==> config.mk <==
export PLATFORM = sky130hd
export DESIGN_NAME = ddr_xbank_ctl_flat
export DESIGN_NICKNAME = d
export VERILOG_FILES = /design/src/common/ddr_xbank_pkg.sv /design/src/common/ddr_cmd_if.sv /design/src/rtl/ddr_xbank_ctl.sv /design/src/flat_wrapper.sv
export SDC_FILE = /design/constraint.sdc
export NUM_CORES = 1
export LEC_CHECK = 0
export ABC_CLOCK_PERIOD_IN_PS = 3300
export BUFFER_PORTS_ARGS = -buffer_cell sky130_fd_sc_hd__buf_2
export CORE_UTILIZATION = 52
export CTS_CLUSTER_SIZE = 16
export DETAILED_ROUTE_END_ITERATION = 7
export PLACE_DENSITY_LB_ADDON = 0.12
export REMOVE_ABC_BUFFERS = 1
export SETUP_SLACK_MARGIN = 0.5
export SYNTH_ARGS = -nofsm -noshare
export SYNTH_HDL_FRONTEND = slang
export SYNTH_SLANG_ARGS = --single-unit
==> constraint.sdc <==
create_clock -name clk -period 3.3 [get_ports clk]
set_clock_uncertainty 0.1 [all_clocks]
set_input_delay 0.165 -clock clk [delete_from_list [all_inputs] [get_ports clk]]
set_output_delay 0.165 -clock clk [all_outputs]
set_load 0.01 [all_outputs]
==> src/common/ddr_xbank_pkg.sv <==
package ddr_xbank_pkg;
	localparam int BANKS = 4;
	localparam int BANK_W = 2;
	localparam int DATA_W = 16;
	localparam int TMR_W = 4;
	localparam int CLK_NS = 25;
	localparam int PRECHARGE_PERIOD_NS = 20;
	localparam int ACTIVATE_TO_COLUMN_DELAY_NS = 20;
	localparam int SELF_REFRESH_EXIT_DELAY_NS = 75;
	localparam int REFRESH_NS = 75;
	localparam int PRE_CK = (PRECHARGE_PERIOD_NS + CLK_NS - 1) / CLK_NS;
	localparam int RCD_CK = (ACTIVATE_TO_COLUMN_DELAY_NS + CLK_NS - 1)
		/ CLK_NS;
	localparam int SRX_CK = (SELF_REFRESH_EXIT_DELAY_NS + CLK_NS - 1)
		/ CLK_NS;
	localparam int RFC_CK = (REFRESH_NS + CLK_NS - 1) / CLK_NS;
	localparam int MODE_SET_CK = 2;
	localparam int BURST_LENGTH = 4;
	localparam int BEATS = BURST_LENGTH / 2;
	localparam int READ_LATENCY = 3;
	localparam int WRITE_TO_READ_DELAY_CK = 1;
	localparam int RD_SPAN = READ_LATENCY + BEATS;
	localparam int WR_SPAN = 1 + BEATS;
	localparam int WR_TO_RD_GAP = 1 + BEATS + WRITE_TO_READ_DELAY_CK;
	localparam int WR_TO_WR_GAP = BEATS;
	localparam int RD_TO_RD_GAP = BEATS;
	localparam int RD_TO_WR_GAP = READ_LATENCY + BEATS;
	localparam int AP_TO_ROW_GAP = 1;
	localparam int INIT_WAIT = SRX_CK + 2;

	// command pin encodings as {rasN, casN, weN}
	localparam logic [2:0] ENC_NOP = 3'h7;
	localparam logic [2:0] ENC_ACTIVE = 3'h3;
	localparam logic [2:0] ENC_READ = 3'h5;
	localparam logic [2:0] ENC_WRITE = 3'h4;
	localparam logic [2:0] ENC_PRECHARGE = 3'h2;
	localparam logic [2:0] ENC_BURST_STOP = 3'h6;
	localparam logic [2:0] ENC_REFRESH = 3'h1;
	localparam logic [2:0] ENC_MODE_SET = 3'h0;

	typedef logic [TMR_W-1:0] tmr_t;
	typedef enum logic [3:0] {CMD_NOP, CMD_ACTIVE, CMD_READ, CMD_WRITE,
		CMD_PRECHARGE, CMD_BURST_STOP, CMD_REFRESH, CMD_MODE_SET} cmd_e;
	typedef enum logic [2:0] {B_IDLE, B_ACTIVATING, B_ACTIVE, B_READ,
		B_WRITE, B_READ_AP, B_WRITE_AP, B_PRECHARGING} bank_e;

	// a bank loaded with stay(k) leaves its state k cycles after the command, or 2 cycles after it when k is 1
	function automatic tmr_t stay(input int k);
		return (k > 1) ? TMR_W'(k - 2) : TMR_W'(0);
	endfunction

	// a gap loaded with gap(k) allows the next command k cycles later
	function automatic tmr_t gap(input int k);
		return TMR_W'(k - 1);
	endfunction

	function automatic bank_e settle(input bank_e s);
		case (s)
			B_ACTIVATING, B_READ, B_WRITE: return B_ACTIVE;
			B_READ_AP, B_WRITE_AP, B_PRECHARGING: return B_IDLE;
			default: return s;
		endcase
	endfunction

	function automatic logic isOpen(input bank_e s);
		return s == B_ACTIVE || s == B_READ || s == B_WRITE;
	endfunction
endpackage

==> src/common/ddr_cmd_if.sv <==
`timescale 1ns/1ps
interface ddr_cmd_if
	import ddr_xbank_pkg::*;
	();
	logic cke;
	logic csN;
	logic rasN;
	logic casN;
	logic weN;
	logic autoPrecharge;
	logic [BANK_W-1:0] bank;
	logic [DATA_W-1:0] dqCtl;
	logic dqCtlOe;
	logic writeDataMask;
	logic [DATA_W-1:0] dqDev;
	logic dqDevOe;

	modport ctl (
		output cke,
		output csN,
		output rasN,
		output casN,
		output weN,
		output autoPrecharge,
		output bank,
		output dqCtl,
		output dqCtlOe,
		output writeDataMask,
		input dqDev,
		input dqDevOe
	);

	modport dev (
		input cke,
		input csN,
		input rasN,
		input casN,
		input weN,
		input autoPrecharge,
		input bank,
		input dqCtl,
		input dqCtlOe,
		input writeDataMask,
		output dqDev,
		output dqDevOe
	);
endinterface

==> src/rtl/ddr_xbank_ctl.sv <==
`timescale 1ns/1ps
// Function
// deselect or NOP starts nothing new
// commands only with clock enable steady, exit done
// judge bank m command against other banks
// activating, active, precharging bank allows all row/column
// during plain read, no write elsewhere
// during plain write, read elsewhere needs mask
// auto precharge bursts allow all, after delays
// idle and row active defined by periods
// refresh and mode set need all banks idle
// burst stop only to current burst bank
// avoid unlisted state and command pairs
// concurrent auto precharge, no transfer interruption
// read and write data never collide
// write after read only when output done
// after write: read, write, row gaps
// after read: read, write, row gaps
// auto precharge bank unavailable until period ends
// per-bank state and timers gate issue
module ddr_xbank_ctl (
	input wire logic clk,
	input wire logic rst,
	ddr_cmd_if.ctl bus,
	input wire logic reqValid,
	input wire ddr_xbank_pkg::cmd_e reqCmd,
	input wire logic [ddr_xbank_pkg::BANK_W-1:0] reqBank,
	input wire logic reqAutoPrecharge,
	input wire logic [ddr_xbank_pkg::DATA_W-1:0] reqWord,
	output logic reqTaken,
	output logic reqRejected,
	output logic [ddr_xbank_pkg::DATA_W-1:0] readWord,
	output logic readValid
);
	import ddr_xbank_pkg::*;

	bank_e st [BANKS];
	bank_e next_st [BANKS];
	tmr_t tmr [BANKS];
	tmr_t next_tmr [BANKS];
	tmr_t rdGap, next_rdGap;
	tmr_t wrGap, next_wrGap;
	tmr_t rowGap, next_rowGap;
	tmr_t glob, next_glob;
	tmr_t initWait, next_initWait;
	tmr_t wrLeft, next_wrLeft;
	logic [BANK_W-1:0] lastRd, next_lastRd;
	logic [DATA_W-1:0] word, next_word;
	logic [2:0] next_enc;
	logic next_csN;
	logic next_ap;
	logic [BANK_W-1:0] next_bank;
	logic next_taken;
	logic next_rejected;

	////////////////////////////////////////////////////////////////////
	// issue decision
	always_comb begin
		logic allIdle;
		logic otherRd;
		logic fits;
		logic ok;
		logic go;
		logic [BANK_W-1:0] bk;
		bank_e s;
		allIdle = 1'b1;
		otherRd = 1'b0;
		fits = 1'b1;
		ok = 1'b0;
		bk = reqBank;
		s = st[reqBank];
		next_st = st;
		next_tmr = tmr;
		next_rdGap = (rdGap != '0) ? rdGap - 1'b1 : rdGap;
		next_wrGap = (wrGap != '0) ? wrGap - 1'b1 : wrGap;
		next_rowGap = (rowGap != '0) ? rowGap - 1'b1 : rowGap;
		next_glob = (glob != '0) ? glob - 1'b1 : glob;
		next_initWait = (initWait != '0) ? initWait - 1'b1 : initWait;
		next_wrLeft = (wrLeft != '0) ? wrLeft - 1'b1 : wrLeft;
		next_lastRd = lastRd;
		next_word = word;
		next_enc = ENC_NOP;
		next_csN = 1'b1;
		next_ap = 1'b0;
		next_bank = '0;
		next_taken = 1'b0;
		next_rejected = 1'b0;
		for (int b = 0; b < BANKS; b++) begin
			if (st[b] != B_IDLE)
				allIdle = 1'b0;
			if (st[b] == B_READ && BANK_W'(b) != reqBank)
				otherRd = 1'b1;
			if (tmr[b] != '0)
				next_tmr[b] = tmr[b] - 1'b1;
			else
				next_st[b] = settle(st[b]);
		end
		case (reqCmd)
			CMD_ACTIVE: begin
				fits = s == B_IDLE;
				ok = fits && rowGap == '0;
			end
			CMD_READ: begin
				fits = isOpen(s);
				ok = fits && rdGap == '0;
			end
			CMD_WRITE: begin
				fits = isOpen(s);
				ok = fits && wrGap == '0 && !otherRd;
			end
			CMD_PRECHARGE: begin
				fits = isOpen(s) || s == B_IDLE;
				ok = fits && rowGap == '0;
			end
			CMD_BURST_STOP: begin
				bk = lastRd;
				fits = st[lastRd] == B_READ;
				ok = fits;
			end
			CMD_REFRESH, CMD_MODE_SET: begin
				ok = allIdle && wrLeft == '0;
			end
			default: ok = 1'b1;
		endcase
		go = reqValid && !reqTaken && initWait == '0 && glob == '0
			&& ok;
		// a command that the bank can never take in a settled state
		if (reqValid && !reqTaken && !fits
			&& (s == B_IDLE || isOpen(s))) begin
			next_rejected = 1'b1;
			next_taken = 1'b1;
		end
		if (go) begin
			next_taken = 1'b1;
			next_bank = bk;
			next_csN = reqCmd == CMD_NOP;
			case (reqCmd)
				CMD_ACTIVE: begin
					next_enc = ENC_ACTIVE;
					next_st[bk] = B_ACTIVATING;
					next_tmr[bk] = stay(RCD_CK);
				end
				CMD_READ: begin
					next_enc = ENC_READ;
					next_ap = reqAutoPrecharge;
					next_st[bk] = reqAutoPrecharge ? B_READ_AP : B_READ;
					next_tmr[bk] = reqAutoPrecharge ?
						stay(RD_SPAN + PRE_CK) : stay(RD_SPAN);
					next_lastRd = bk;
					next_rdGap = gap(RD_TO_RD_GAP);
					next_wrGap = gap(RD_TO_WR_GAP);
					next_rowGap = gap(AP_TO_ROW_GAP);
				end
				CMD_WRITE: begin
					next_enc = ENC_WRITE;
					next_ap = reqAutoPrecharge;
					next_st[bk] = reqAutoPrecharge ? B_WRITE_AP : B_WRITE;
					next_tmr[bk] = reqAutoPrecharge ?
						stay(WR_SPAN + PRE_CK) : stay(WR_SPAN);
					next_word = reqWord;
					next_wrLeft = TMR_W'(BEATS);
					next_rdGap = gap(WR_TO_RD_GAP);
					next_wrGap = gap(WR_TO_WR_GAP);
					next_rowGap = gap(AP_TO_ROW_GAP);
				end
				CMD_PRECHARGE: begin
					next_enc = ENC_PRECHARGE;
					if (s != B_IDLE) begin
						next_st[bk] = B_PRECHARGING;
						next_tmr[bk] = stay(PRE_CK);
					end
				end
				CMD_BURST_STOP: begin
					next_enc = ENC_BURST_STOP;
					next_st[bk] = B_ACTIVE;
					next_tmr[bk] = '0;
					next_wrGap = '0;
				end
				CMD_REFRESH: begin
					next_enc = ENC_REFRESH;
					next_glob = gap(RFC_CK);
				end
				CMD_MODE_SET: begin
					next_enc = ENC_MODE_SET;
					next_glob = gap(MODE_SET_CK);
				end
				default: next_enc = ENC_NOP;
			endcase
		end
	end

	always_ff @(posedge clk or posedge rst) begin
		if (rst) begin
			for (int b = 0; b < BANKS; b++) begin
				st[b] <= B_IDLE;
				tmr[b] <= '0;
			end
			rdGap <= '0;
			wrGap <= '0;
			rowGap <= '0;
			glob <= '0;
			initWait <= TMR_W'(INIT_WAIT);
			wrLeft <= '0;
			lastRd <= '0;
			word <= '0;
			reqTaken <= 1'b0;
			reqRejected <= 1'b0;
		end else begin
			st <= next_st;
			tmr <= next_tmr;
			rdGap <= next_rdGap;
			wrGap <= next_wrGap;
			rowGap <= next_rowGap;
			glob <= next_glob;
			initWait <= next_initWait;
			wrLeft <= next_wrLeft;
			lastRd <= next_lastRd;
			word <= next_word;
			reqTaken <= next_taken;
			reqRejected <= next_rejected;
		end
	end

	////////////////////////////////////////////////////////////////////
	// pins and data bus
	always_ff @(posedge clk or posedge rst) begin
		if (rst) begin
			bus.cke <= 1'b0;
			bus.csN <= 1'b1;
			bus.rasN <= 1'b1;
			bus.casN <= 1'b1;
			bus.weN <= 1'b1;
			bus.autoPrecharge <= 1'b0;
			bus.bank <= '0;
			bus.dqCtl <= '0;
			bus.dqCtlOe <= 1'b0;
			bus.writeDataMask <= 1'b1;
			readWord <= '0;
			readValid <= 1'b0;
		end else begin
			bus.cke <= 1'b1;
			bus.csN <= next_csN;
			{bus.rasN, bus.casN, bus.weN} <= next_enc;
			bus.autoPrecharge <= next_ap;
			bus.bank <= next_bank;
			bus.dqCtl <= word;
			bus.dqCtlOe <= wrLeft != '0;
			bus.writeDataMask <= wrLeft == '0;
			readValid <= bus.dqDevOe;
			if (bus.dqDevOe)
				readWord <= bus.dqDev;
		end
	end
endmodule

==> src/flat_wrapper.sv <==
// flat-port wrapper written by rule: the top's interface ports become plain ports
module ddr_xbank_ctl_flat import ddr_xbank_pkg::*;
  (clk, rst, reqValid, reqCmd, reqBank, reqAutoPrecharge, reqWord, reqTaken, reqRejected, readWord, readValid, bus_cke, bus_csN, bus_rasN, bus_casN, bus_weN, bus_autoPrecharge, bus_bank, bus_dqCtl, bus_dqCtlOe, bus_writeDataMask, bus_dqDev, bus_dqDevOe);
  ddr_cmd_if bus_i ();
  input wire logic clk;
  input wire logic rst;
  input wire logic reqValid;
  input wire ddr_xbank_pkg::cmd_e reqCmd;
  input wire logic [ddr_xbank_pkg::BANK_W-1:0] reqBank;
  input wire logic reqAutoPrecharge;
  input wire logic [ddr_xbank_pkg::DATA_W-1:0] reqWord;
  output logic reqTaken;
  output logic reqRejected;
  output logic [ddr_xbank_pkg::DATA_W-1:0] readWord;
  output logic readValid;
  output wire logic [$bits(bus_i.cke)-1:0] bus_cke;
  output wire logic [$bits(bus_i.csN)-1:0] bus_csN;
  output wire logic [$bits(bus_i.rasN)-1:0] bus_rasN;
  output wire logic [$bits(bus_i.casN)-1:0] bus_casN;
  output wire logic [$bits(bus_i.weN)-1:0] bus_weN;
  output wire logic [$bits(bus_i.autoPrecharge)-1:0] bus_autoPrecharge;
  output wire logic [$bits(bus_i.bank)-1:0] bus_bank;
  output wire logic [$bits(bus_i.dqCtl)-1:0] bus_dqCtl;
  output wire logic [$bits(bus_i.dqCtlOe)-1:0] bus_dqCtlOe;
  output wire logic [$bits(bus_i.writeDataMask)-1:0] bus_writeDataMask;
  input wire logic [$bits(bus_i.dqDev)-1:0] bus_dqDev;
  input wire logic [$bits(bus_i.dqDevOe)-1:0] bus_dqDevOe;
  assign bus_cke = bus_i.cke;
  assign bus_csN = bus_i.csN;
  assign bus_rasN = bus_i.rasN;
  assign bus_casN = bus_i.casN;
  assign bus_weN = bus_i.weN;
  assign bus_autoPrecharge = bus_i.autoPrecharge;
  assign bus_bank = bus_i.bank;
  assign bus_dqCtl = bus_i.dqCtl;
  assign bus_dqCtlOe = bus_i.dqCtlOe;
  assign bus_writeDataMask = bus_i.writeDataMask;
  assign bus_i.dqDev = bus_dqDev;
  assign bus_i.dqDevOe = bus_dqDevOe;
  ddr_xbank_ctl u_core (.clk(clk), .rst(rst), .bus(bus_i), .reqValid(reqValid), .reqCmd(reqCmd), .reqBank(reqBank), .reqAutoPrecharge(reqAutoPrecharge), .reqWord(reqWord), .reqTaken(reqTaken), .reqRejected(reqRejected), .readWord(readWord), .readValid(readValid));
endmodule
==> out/results.tsv <==
stage	metric	value	unit
place	dp_slack	281.7	ps
place	hpwl	10.56	mm
clocking	cts_sinks	115	
route	vias_per_cell	5.973	
place	io_buffers	87	
power	comb_power_share	0.303	
power	internal_power	3.981	mW
synthesis	synth_top_area_frac	0.4359	
cells_and_area	drive_gt1_frac	0.3127	
place	gp_congestion	0.8936	
route	drt_iter0_drc	403	
synthesis	synthTopCellsByArea	dfrtp_1, mux2_2, mux2_4	
power	switching_share	0.3116	
sta	fin_hold_ws	31.26	ps
sta	finalCriticalPeriod	2797	ps
global_route	grt_max_degree	60	
setup_path	setup.worst_path.class	flop to flop	
floorplanning	fp.coreArea	11520	µm²
place	dpl.cell_count	818	
global_route	grt-ovfl-total	0	
run_status	status	finished with violations	
power	power_frac_clock	0.342	
floorplanning	io_pins	88	
sta	period_share	0.8476	
clocking	cts_buffers	17	
floorplanning	initial_utilization	0.5384	
run_status	failed_checks	DRC	
sta	worstMarginPinSlew	825.5	ps
global_route	grt.total_usage	0.2838	
route	drcViolationCount	24	
setup_path	end_kind	flop	
floorplanning	die_x	111.2	µm
setup_path	start_kind	flop	
setup_path	critPathMaxFanout	5	
synthesis	synth_edf_count	0	
synthesis	synthFlopType	dfrtp_1	
route	drt_wl_total	16.42	mm
synthesis	yosysTopAreaCell	dfrtp_1	
cells_and_area	fillCellCount	841	
sta	layout_setup_ws	503.1	ps
power	power_frac_seq	0.355	
synthesis	yosysWarnings	0	
route	drt_first_pass_iters	7	
hold_path	hold_class	input port to flop	
global_route	grt_pass1_vias	5469	
floorplanning	die_area	12360	µm²
floorplanning	die_y	111.2	µm
sta	max_freq	357.5	MHz
synthesis	netlist_instances	606	
clocking	cts_tree	done	
clocking	clockRootBuffer	clkbuf_16	
power	p_sw	1.803	mW
global_route	grt_first_pass_wirelength	27.16	mm
cells_and_area	nNetsFinal	800	
synthesis	ys_ff_latch	115	
power	p_leak	3.667	nW
setup_path	cp.required	3510	ps
synthesis	yosysMostFrequentCell	dfrtp_1	
synthesis	yosysUniqueCellTypes	70	
setup_path	crit_arrival	3000	ps
synthesis	synth_area_per_cell	10.23	µm²
sta	slew-limit-headroom	0.4438	
synthesis	synthTopCellsByCount	dfrtp_1, nand2_1, nor2_1, inv_1, a21oi_1	
clocking	clockBufferDepth	2	
route	post_drt_wl_per_cell	18.22	µm
cells_and_area	area_growth	30.58	%
synthesis	synth_area	6200	µm²
cells_and_area	stdcell_count	901	
synthesis	async_flop_share	1.000	
route	ant_nets	0	
sta	drv_slew	0	
power	p_per_area	714.5	nW/µm²
clocking	cts_max_level	4	
clocking	clk_latency	430	ps
synthesis	synth_seq_area_share	0.4656	
cells_and_area	diodes	0	
global_route	antenna_found_initial	0	
floorplanning	row_count	39	
run	drv_cap	0	
clocking	path_clk_slew	50	ps
route	via_count	5382	
sta	setup-violations-final	0	
sta	rsz0062_at_grt	yes	
power	ir_worst_vdd	0.4564	mV
sta	hold_viol	0	
-- routing by layer --
metal  part of all wire  track usage  vias up
li1                   -            -     2480
met1               0.42       0.3517     2667
met2               0.50       0.4642      200
met3              0.062      0.07873       35
met4              0.025       0.1234        0
met5                  0            0        -
-- final timing paths --
check / slack, ps / to / cells past startpoint / start
max: 500 / u_core.word[10] / 9 / u_core.rdGap[1]
min: 30 / u_core.bus.bank[0] / 3 / reqBank[0]
max reg2reg: 500 / u_core.word[10] / 9 / u_core.rdGap[1]
min reg2reg: 270 / u_core.bus.dqCtl[6] / 0 / u_core.word[6]
max in group asynchronous: 2010 / u_core.st[3] / 4 / rst
min in group asynchronous: 320 / u_core.bus.dqCtl[6] / 3 / rst
-- sequential cells by signal, indices dropped and copies added, names as in the netlist, 2 cells and up --
signal and flops:
u_core.rowGap 4, u_core.word 16, u_core.initWait 4, u_core.bus.bank 2, u_core.lastRd 2, u_core.wrLeft 4
u_core.tmr 16, u_core.readWord 16, u_core.st 12, u_core.glob 4, u_core.bus.dqCtl 16, u_core.wrGap 4
u_core.rdGap 4
-- per-stage QoR --
stage	power, mW	instance area (µm²)	setup TNS [ps]	util
after floorplan	3.161	6025	-1090	-
after global placement	3.549	6794	0	0.5900
after detailed placement	3.626	6794	0	0.5900
after CTS	5.708	7899	0	0.6859
after global routing	6.139	8095	0	0.7030
final	5.784	8095	0	0.7030
-- power by group through the flow --
stage / logic, mW / registers [mW] / clock network [mW]
6_report: 1.75 / 2.05 / 1.98
5_1_grt: 1.97 / 2.09 / 2.08
4_1_cts: 1.67 / 2.04 / 2.01
3_5_place_dp: 1.57 / 2.05 / 0
3_3_place_gp: 1.52 / 2.03 / 0
2_1_floorplan: 1.13 / 2.03 / 0
-- timing repair --
| item | CTS | global route |
|---|---|---|
| hold buffers | 37 | 0 |
| setup endpoints to repair | 34 | 54 |
| buffers inserted | 5 | 8 |
| hold endpoints to repair | 86 | 0 |
| resized for setup | 8 | 23 |
| gates cloned | 1 | 1 |
| pin swaps | 4 | 3 |
-- cells in the final DEF, fill, tap and decap left out, types with 15 or more instances in the layout --
cell	Yosys	routed
dfrtp_1	108	105
a21oi_1	36	33
o22ai_1	17	17
nor2_1	46	46
nand2_1	51	51
clkbuf_16	0	18
a211oi_1	16	16
dlygate4sd3_1	0	37
o21ai_0	17	17
inv_1	37	33
buf_2	7	86
mux2_2	25	25
nor3_1	16	15
mux2_4	15	15
buf_4	0	26
-- worst max-delay path, cell delays in order (launching register included) --
cell	delay, ps
dfrtp_1	390
inv_2	70
ha_4	130
or3b_4	390
or3_4	370
a21o_4	250
a311oi_4	370
buf_6	190
buf_16	130
mux2_4	300
-- cell families after synthesis --
kind of cell / after synthesis / synth area share
simple gates: 194 / 0.1617
compound gates: 145 / 0.1669
flops: 115 / 0.4656
buf+inv: 72 / 0.05065
mux: 55 / 0.1140
xor+xnor: 13 / 0.01837
fa+ha+maj: 11 / 0.02220
other cells: 1 / 0.0006049
-- final cells by class --
type | count | area, µm² | share of cell area
Timing Repair Buffer | 156 | 1127 | 0.1393
Inverter | 37 | 141.4 | 0.01747
Multi-Input combinational cell | 419 | 3127 | 0.3862
Clock buffer | 20 | 446.7 | 0.05518
Tap cell | 143 | 178.9 | 0.02210
Clock inverter | 11 | 183.9 | 0.02272
Sequential cell | 115 | 2890 | 0.3570
Note: power is estimated with default switching activity, not from simulation.
